## src/design/rst_defs.svh

```systemverilog
`ifndef RST_DEFS_SVH
`define RST_DEFS_SVH
// Range setting encodings
`define RST_RANGE_IMAGE 2'h0
`define RST_RANGE_MEAS 2'h1
`define RST_RANGE_DISP 2'h2
// Reset values of the settings
`define RST_RANGE_RESET 2'h1
`define RST_INVERT_RESET 1'h0
`endif

```

## src/design/rst_pkg.sv

```systemverilog
package rst_pkg;
  typedef enum logic [1:0] {
    RST_IDLE,
    RST_CAPTURE,
    RST_MEASURE,
    RST_DISPLAY
  } rst_phase_e;

  typedef struct packed {
    logic [2:0] sync;
    rst_phase_e phase;
    logic ready;
  } rst_state_s;

  typedef struct packed {
    logic [1:0] sync;
  } rst_sync_s;
endpackage

```

## src/design/rst_sync_if.sv

```systemverilog
// Carries the synchronised start pulse to the sequencer
interface rst_sync_if;
  logic start_pulse;
  modport src (output start_pulse);
  modport dst (input start_pulse);
endinterface

```

## src/design/rst_sync.sv

```systemverilog
`include "rst_defs.svh"
module rst_sync (
  input wire logic clk_sys,
  input wire logic reset,
  input wire logic pin_in,
  rst_sync_if.src out
);
  rst_pkg::rst_sync_s st_reg;
  rst_pkg::rst_sync_s st_next;
  logic last_reg;

  // ------------------------------------------------------------
  // Two-flop synchroniser and rising edge detect
  // ------------------------------------------------------------
  always_comb begin
    st_next.sync = {st_reg.sync[0], pin_in};
  end

  // Second stage feeds the edge detector only
  always_ff @(posedge clk_sys) begin
    if (reset) begin
      st_reg <= '0;
      last_reg <= 1'b0;
    end else begin
      st_reg <= st_next;
      last_reg <= st_reg.sync[1];
    end
  end

  assign out.start_pulse = st_reg.sync[1] & ~last_reg;
endmodule

```

## src/design/rst_ready_timing.sv

```systemverilog
`include "rst_defs.svh"
module rst_ready_timing (
  input wire logic clk_sys,
  input wire logic reset,
  input wire logic capture_start_input,
  input wire logic capture_done,
  input wire logic measure_done,
  input wire logic display_done,
  input wire logic [1:0] range_sel,
  input wire logic invert_sel,
  output logic enable_out,
  output logic cycle_busy
);
  rst_pkg::rst_state_s st_reg;
  rst_pkg::rst_state_s st_next;
  logic [1:0] range_reg;
  logic enable_reg;
  rst_sync_if sy ();

  // ------------------------------------------------------------
  // Start pin synchroniser
  // ------------------------------------------------------------
  rst_sync u_sync (
    .clk_sys(clk_sys),
    .reset(reset),
    .pin_in(capture_start_input),
    .out(sy)
  );

  // ------------------------------------------------------------
  // Cycle sequencer
  // ------------------------------------------------------------
  // Completion point reached flag from next phase and range
  function automatic logic point_hit(input rst_pkg::rst_phase_e ph, input logic [1:0] rng);
    logic hit;
    hit = 1'b0;
    unique case (ph)
      rst_pkg::RST_IDLE: hit = 1'b1;
      rst_pkg::RST_CAPTURE: hit = 1'b0;
      rst_pkg::RST_MEASURE: hit = (rng == `RST_RANGE_IMAGE);
      rst_pkg::RST_DISPLAY: hit = (rng != `RST_RANGE_DISP);
    endcase
    return hit;
  endfunction

  always_comb begin
    st_next = st_reg;
    st_next.sync = 3'h0;
    unique case (st_reg.phase)
      rst_pkg::RST_IDLE: begin
        if (sy.start_pulse) begin
          st_next.phase = rst_pkg::RST_CAPTURE;
        end
      end
      rst_pkg::RST_CAPTURE: begin
        if (capture_done) begin
          st_next.phase = rst_pkg::RST_MEASURE;
        end
      end
      rst_pkg::RST_MEASURE: begin
        if (measure_done) begin
          st_next.phase = (range_reg == `RST_RANGE_DISP) ? rst_pkg::RST_DISPLAY
                                                        : rst_pkg::RST_IDLE;
        end
      end
      rst_pkg::RST_DISPLAY: begin
        if (display_done) begin
          st_next.phase = rst_pkg::RST_IDLE;
        end
      end
    endcase
    st_next.ready = point_hit(st_next.phase, range_reg);
  end

  // Range latched only while idle so a cycle keeps one point
  always_ff @(posedge clk_sys) begin
    if (reset) begin
      st_reg <= '{sync: 3'h0, phase: rst_pkg::RST_IDLE, ready: 1'b1};
      range_reg <= `RST_RANGE_RESET;
      enable_reg <= ~`RST_INVERT_RESET;
    end else begin
      st_reg <= st_next;
      if (st_reg.phase == rst_pkg::RST_IDLE) begin
        range_reg <= (range_sel == 2'h3) ? `RST_RANGE_RESET : range_sel;
      end
      enable_reg <= st_next.ready ^ invert_sel;
    end
  end

  assign enable_out = enable_reg;
  assign cycle_busy = (st_reg.phase != rst_pkg::RST_IDLE);
endmodule

```

## config.mk

```make
export PLATFORM = sky130hd
export DESIGN_NAME = rst_ready_timing
export DESIGN_NICKNAME = d
export VERILOG_FILES = /design/src/design/rst_pkg.sv /design/src/design/rst_sync_if.sv /design/src/design/rst_sync.sv /design/src/design/rst_ready_timing.sv
export VERILOG_INCLUDE_DIRS = /design/src /design/src/design
export SDC_FILE = /design/constraint.sdc
export NUM_CORES = 1
export LEC_CHECK = 0
export BUFFER_PORTS_ARGS = -buffer_cell sky130_fd_sc_hd__buf_4
export CORE_AREA = 2 2 39 41
export DETAILED_ROUTE_END_ITERATION = 12
export DIE_AREA = 0 0 41 43
export PLACE_DENSITY = 0.55
export SYNTH_ARGS = -nofsm -noshare
export SYNTH_HDL_FRONTEND = slang
export SYNTH_SLANG_ARGS = --single-unit
```

## constraint.sdc

```tcl
create_clock -name clk_sys -period 2.62 [get_ports clk_sys]
set_clock_uncertainty 0.2 [all_clocks]
set_input_delay 0.131 -clock clk_sys [delete_from_list [all_inputs] [get_ports clk_sys]]
set_output_delay 0.131 -clock clk_sys [all_outputs]
set_load 0.05 [all_outputs]
```

# Yosys cells after proc, flatten, opt, wreduce, memory -nomap -nowiden
# Index checks and enable logic that the tools add are counted.
op_classes:
  n_eq_ne: 9
  n_mux: 8
  bitwise: 3
  reduce_logical: 4
ops:
  columns: ["operator", "n"]
  rows:
  - ["equality test 2 bit (second input constant)", 6]
  - ["two-way mux 2 bit", 6]
  - ["one-hot mux 2 bit (4 select lines)", 1]
  - ["logical NOT 2 bit", 3]
  - ["equality test 2 x 1 -> 1 bit (second input constant)", 2]
  - ["one-hot mux 1 bit (4 select lines)", 1]
  - ["inequality test 2 bit (second input constant)", 1]
  - ["nonzero test 2 bit", 1]
  - ["bitwise AND 1 bit", 1]
  - ["inverter 1 bit", 1]
  - ["XOR 1 bit", 1]
totals:
  register_bits: 8

# Logic depth before layout (Yosys ltp)
logic_depth:
  depth_word: 7
  mapped_depth: 5
  mapped_depth_nobuf: 5

# By module
# A second synthesis with hierarchy kept.
hier_totals:
  hier_cells: 42
  hier_area_um2: 374.1
modules_own_cells:
  columns: ["mod", "n_inst", "cells_per_inst", "area_each_um2"]
  rows:
  - ["rst_ready_timing", 1, 35, 286.5]
  - ["rst_sync", 1, 7, 87.6]

# Worst setup path after synthesis
# OpenSTA, ideal clock, no wires.
synth_path:
  path_type: "register to register"
  from: "register range_reg[0]"
  to: "register enable_reg, in the netlist enable_out"
  arrival_ns: 1.135
  required_time_ns: 2.348
  slack_ns: 1.214
  path_stages_with_launch: 6
  n_path_buf: 0
  synth_period_minus_slack_ns: 1.406
  cell_sequence: "dfxtp_1 nand2b_2 nand3_2 a31oi_2 mux2i_1 mux2i_1"
synth_via:
  elab_chain_len: 7
  elab_cells_between_ends: 12
  cone_classes: "5 x eq/ne; 4 x mux; 1 x bitwise; 2 x reduce/logical"
synth_rtl:
  columns: ["element", "line_no", "rtl"]
  rows:
  - ["from (decl)", "rst_ready_timing.sv:16", "logic [1:0] range_reg;"]
  - ["from (signal assigned)", "rst_ready_timing.sv:79", "range_reg <= `RST_RANGE_RESET;"]
  - ["from (signal assigned)", "rst_ready_timing.sv:84", "range_reg <= (range_sel == 2'h3) ? `RST_RANGE_RESET : range_sel;"]
  - ["equality test 2 bit (no source line)", null, null]
  - ["two-way mux 2 bit", "rst_ready_timing.sv:62", "st_next.phase = (range_reg == `RST_RANGE_DISP) ? rst_pkg::RST_DISPLAY"]
  - ["two-way mux 2 bit", "rst_ready_timing.sv:61", "if (measure_done) begin"]
  - ["one-hot mux 2 bit (4 select lines)", "rst_ready_timing.sv:49", "unique case (st_reg.phase)"]
  - ["equality test 2 bit (tied with other cells)", "rst_ready_timing.sv:37", "unique case (ph)"]
  - ["one-hot mux 1 bit (4 select lines) *", "rst_ready_timing.sv:37", null]
  - ["XOR 1 bit *", "rst_ready_timing.sv:86", "enable_reg <= st_next.ready ^ invert_sel;"]
  - ["to (signal assigned)", "rst_ready_timing.sv:80", "enable_reg <= ~`RST_INVERT_RESET;"]
  - ["to (signal assigned)", "rst_ready_timing.sv:86", null]
  - ["to (decl)", "rst_ready_timing.sv:17", "logic enable_reg;"]
# Every way passes the cells marked *; elsewhere a longest branch is shown, timed or not.
# A chain may end at the register's enable or synchronous reset.

# Worst setup path in the final report
layout_path:
  from: "register st_reg[2] in the netlist's numbering"
  to: "register range_reg[0]"
layout_via:
  elab_chain_len: 1
layout_rtl:
  columns: ["element", "line_no", "rtl"]
  rows:
  - ["from (decl)", "rst_ready_timing.sv:14", "rst_pkg::rst_state_s st_reg;"]
  - ["from (signal assigned)", "rst_ready_timing.sv:78", "st_reg <= '{sync: 3'h0, phase: rst_pkg::RST_IDLE, ready: 1'b1};"]
  - ["from (signal assigned)", "rst_ready_timing.sv:82", "st_reg <= st_next;"]
  - ["logical NOT 2 bit", "rst_ready_timing.sv:83", "if (st_reg.phase == rst_pkg::RST_IDLE) begin"]
# Every way passes these cells.

==> flow_summary.yaml <==
synth:
  syn-num-nets: 51
  postSynthRegisterBits: 8
  synth_cell_types: 17
  syn_avg_cell_area_um2: 8.85
  yosysSeqAreaShare_pct: 43.1
  yosys_warnings: 0
  netlist_instances: 42
  netlist_area_before_placement_um2: 372
clocking:
  cts_made_buffers: 3
  cts.reportedPaths.clkPinSlew_ns: 0.05
  cts_tree: "yes"
  cts_sinks: 8
  post_cts_resized: 0
  clock_insertion_delay_worst_skew_ns: 0.25
  clockRootBuffer: "sky130_fd_sc_hd__clkbuf_4"
  number_of_h_tree_levels: 1
  clk_buf_depth: 2
floorplan:
  start_util_pct: 26.9
  floorplan.die_area_um2: 1760
  core_region_area_um2: 1380
  fp.dieW_um: 41
  boundaryPins: 11
  die_h_um: 43
  placementRows: 14
timing:
  timing_hold_violations_final: 0
  tns_ns: 0
  timing.final.crit_share_pct: 65.1
  min_period_ns: 1.70
  worst_slew_pin_slew_ns: 0.251
  unrepaired_setup_endpoints_after_global_routing: "no"
  setup_viol_count_final: 0
  timing.final.max_slew_violations: 0
  maximum_achievable_frequency_mhz: 587
  slew-limit-headroom_pct: 83.2
  hold_slack_ns: 0.0741
place:
  numPortBuffers: 10
  gp_routability_congestion: 0.664
  hpwlAfterDp_um: 492
finish:
  synthesis_to_layout_area_growth_pct: 50.5
  antenna_cells: 0
  layout.nets: 73
  final_cell_mix: "sky130_fd_sc_hd__buf_4 (10), sky130_fd_sc_hd__dfxtp_1 (8), sky130_fd_sc_hd__dlygate4sd3_1 (7), sky130_fd_sc_hd__nand2_1 (6)"
  most_common_library_cell_in_the_layout_ignoring_fill_and_taps: "sky130_fd_sc_hd__buf_4"
  post_route_cells_drive_above_1_share_pct: 29.0
detailed_routing:
  drt_wl_total_um: 765
  detail_route.first_pass.iterations: 4
  drt.antenna.violating_nets: 0
  dr_total_vias: 335
  drt_first_iter_violations: 5
  drc: 0
  wire_per_inst_um: 9.81
  vias_per_cell: 4.29
grt:
  grt_max_degree: 10
  antenna_found_initial: 0
  grtUsageTotal_pct: 11.2
  global_route_wire_length_before_repair_mm: 1.24
  globalRouteOverflowTotal: 0
  first_global_vias: 300
worst_setup_path:
  critical_path_required_ns: 2.56
  ff2ff_setup_slack_ns: 0.92
  worstPathArrival_ns: 1.64
  crit_path_max_fanout: 6
  critical_path_class: "flop to flop"
  crit_end: "range_reg[0]"
  worst_r2r_startpoint: "st_reg[2]"
  timing.rr.end: "range_reg[0]"
  critPathLaunch: "st_reg[2]"
  worstSetupEndpointType: "flop"
  reg2reg_depth: 5
  crit_path_start_kind: "flop"
power_and_ir_drop:
  power_leakage_nw: 0.249
  vdd_drop_max_uv: 213
  powerDensity_nw_per_um2: 505
status:
  run_status: "complete, no violations"
min_path:
  min-delay-path-class: "input pin to flop"
  holdCritStartpoint: "measure_done"
job:
  drv_cap: 0
[worst max-delay path, cell delays in order, from the launching register on]
cell                            delay, ns
sky130_fd_sc_hd__dfxtp_1             0.36
sky130_fd_sc_hd__nor2_1              0.22
sky130_fd_sc_hd__inv_1               0.10
sky130_fd_sc_hd__nand2_1             0.08
sky130_fd_sc_hd__nand3b_1            0.07
sky130_fd_sc_hd__dlygate4sd3_1       0.55
[per-layer routing]
layer  wire length (um)  global-route usage, %  up-vias  share of wire [%]
li1                   -                      -      179                  -
met1                324                   11.4      152                 42
met5                  0                      0        -                  0
met2                420                   16.3        4                 55
met3                 20                   4.71        0                2.6
met4                  0                   10.0        0                  0
[synthesized netlist by cell type]
library cell               number  area share [%]
sky130_fd_sc_hd__a21oi_1        2             2.7
sky130_fd_sc_hd__a31oi_2        1             3.4
sky130_fd_sc_hd__and2b_1        1             2.0
sky130_fd_sc_hd__dfxtp_1        8              43
sky130_fd_sc_hd__inv_1          2             2.0
sky130_fd_sc_hd__mux2i_1        2             5.4
sky130_fd_sc_hd__nand2_1        6             6.1
sky130_fd_sc_hd__nand2b_2       1             2.4
sky130_fd_sc_hd__nand3_2        1             2.7
sky130_fd_sc_hd__nand3b_1       2             4.0
sky130_fd_sc_hd__nor2_1         5             5.1
sky130_fd_sc_hd__nor2b_1        5             8.4
sky130_fd_sc_hd__nor3_2         1             2.7
sky130_fd_sc_hd__nor3b_1        1             2.0
sky130_fd_sc_hd__nor3b_2        1             3.4
sky130_fd_sc_hd__o21ai_0        2             2.7
sky130_fd_sc_hd__o21bai_1       1             2.0
[per-stage QoR]
step	worst slack, ns	instance area [um^2]	utilization [%]	power (W)	std cells
2_1_floorplan	1.21	372	-	0.000164	42
3_3_place_gp	1.13	467	33.7	0.000184	68
3_5_place_dp	1.10	467	33.7	0.000184	68
4_1_cts	0.934	559	40.4	0.000288	78
5_1_grt	0.825	559	40.4	0.000301	78
6_report	0.915	559	40.4	0.000282	78
[worst min-delay path by stage]
stage                            end  slack, ns  cells past startpoint
floorplan               range_reg[1]    0.00007                      1
global placement    u_sync.st_reg[0]       0.14                      2
detailed placement  u_sync.st_reg[0]       0.15                      2
CTS                        st_reg[2]       0.07                      4
global route               st_reg[2]       0.11                      4
finish                     st_reg[2]       0.07                      4
[final cells by class]
type / instances / area [um^2]
Tap cell: 16 / 20.0
Multi-Input combinational cell: 32 / 204
Clock buffer: 3 / 22.5
Fill cell: 144 / 825
Sequential cell: 8 / 160
Timing Repair Buffer: 17 / 145
Inverter: 2 / 7.51
[power by group]
group | leakage (nW) | total [W] | internal (W) | switching, W
clock network | 0.0138 | 0.0000916 | 0.0000522 | 0.0000394
logic | 0.169 | 0.0000570 | 0.0000302 | 0.0000268
registers | 0.0659 | 0.000134 | 0.000129 | 0.00000519
total | 0.249 | 0.000282 | 0.000211 | 0.0000713
[timing repair]
action / 4_1_cts / 5_1_grt
hold buffers: 7 / 0
endpoints found under the hold margin: 8 / 0
buffers inserted: 0 / 0
[kinds of logic (layout without fill, tap and decap cells)]
family / Yosys count / in the layout / synth area share (%)
compound gates: 6 / 6 / 10.8
buf+inv: 2 / 22 / 2.02
flops: 8 / 8 / 43.1
mux: 2 / 2 / 5.39
simple gates: 24 / 24 / 38.7
Note: power is estimated with default switching activity, not from simulation.
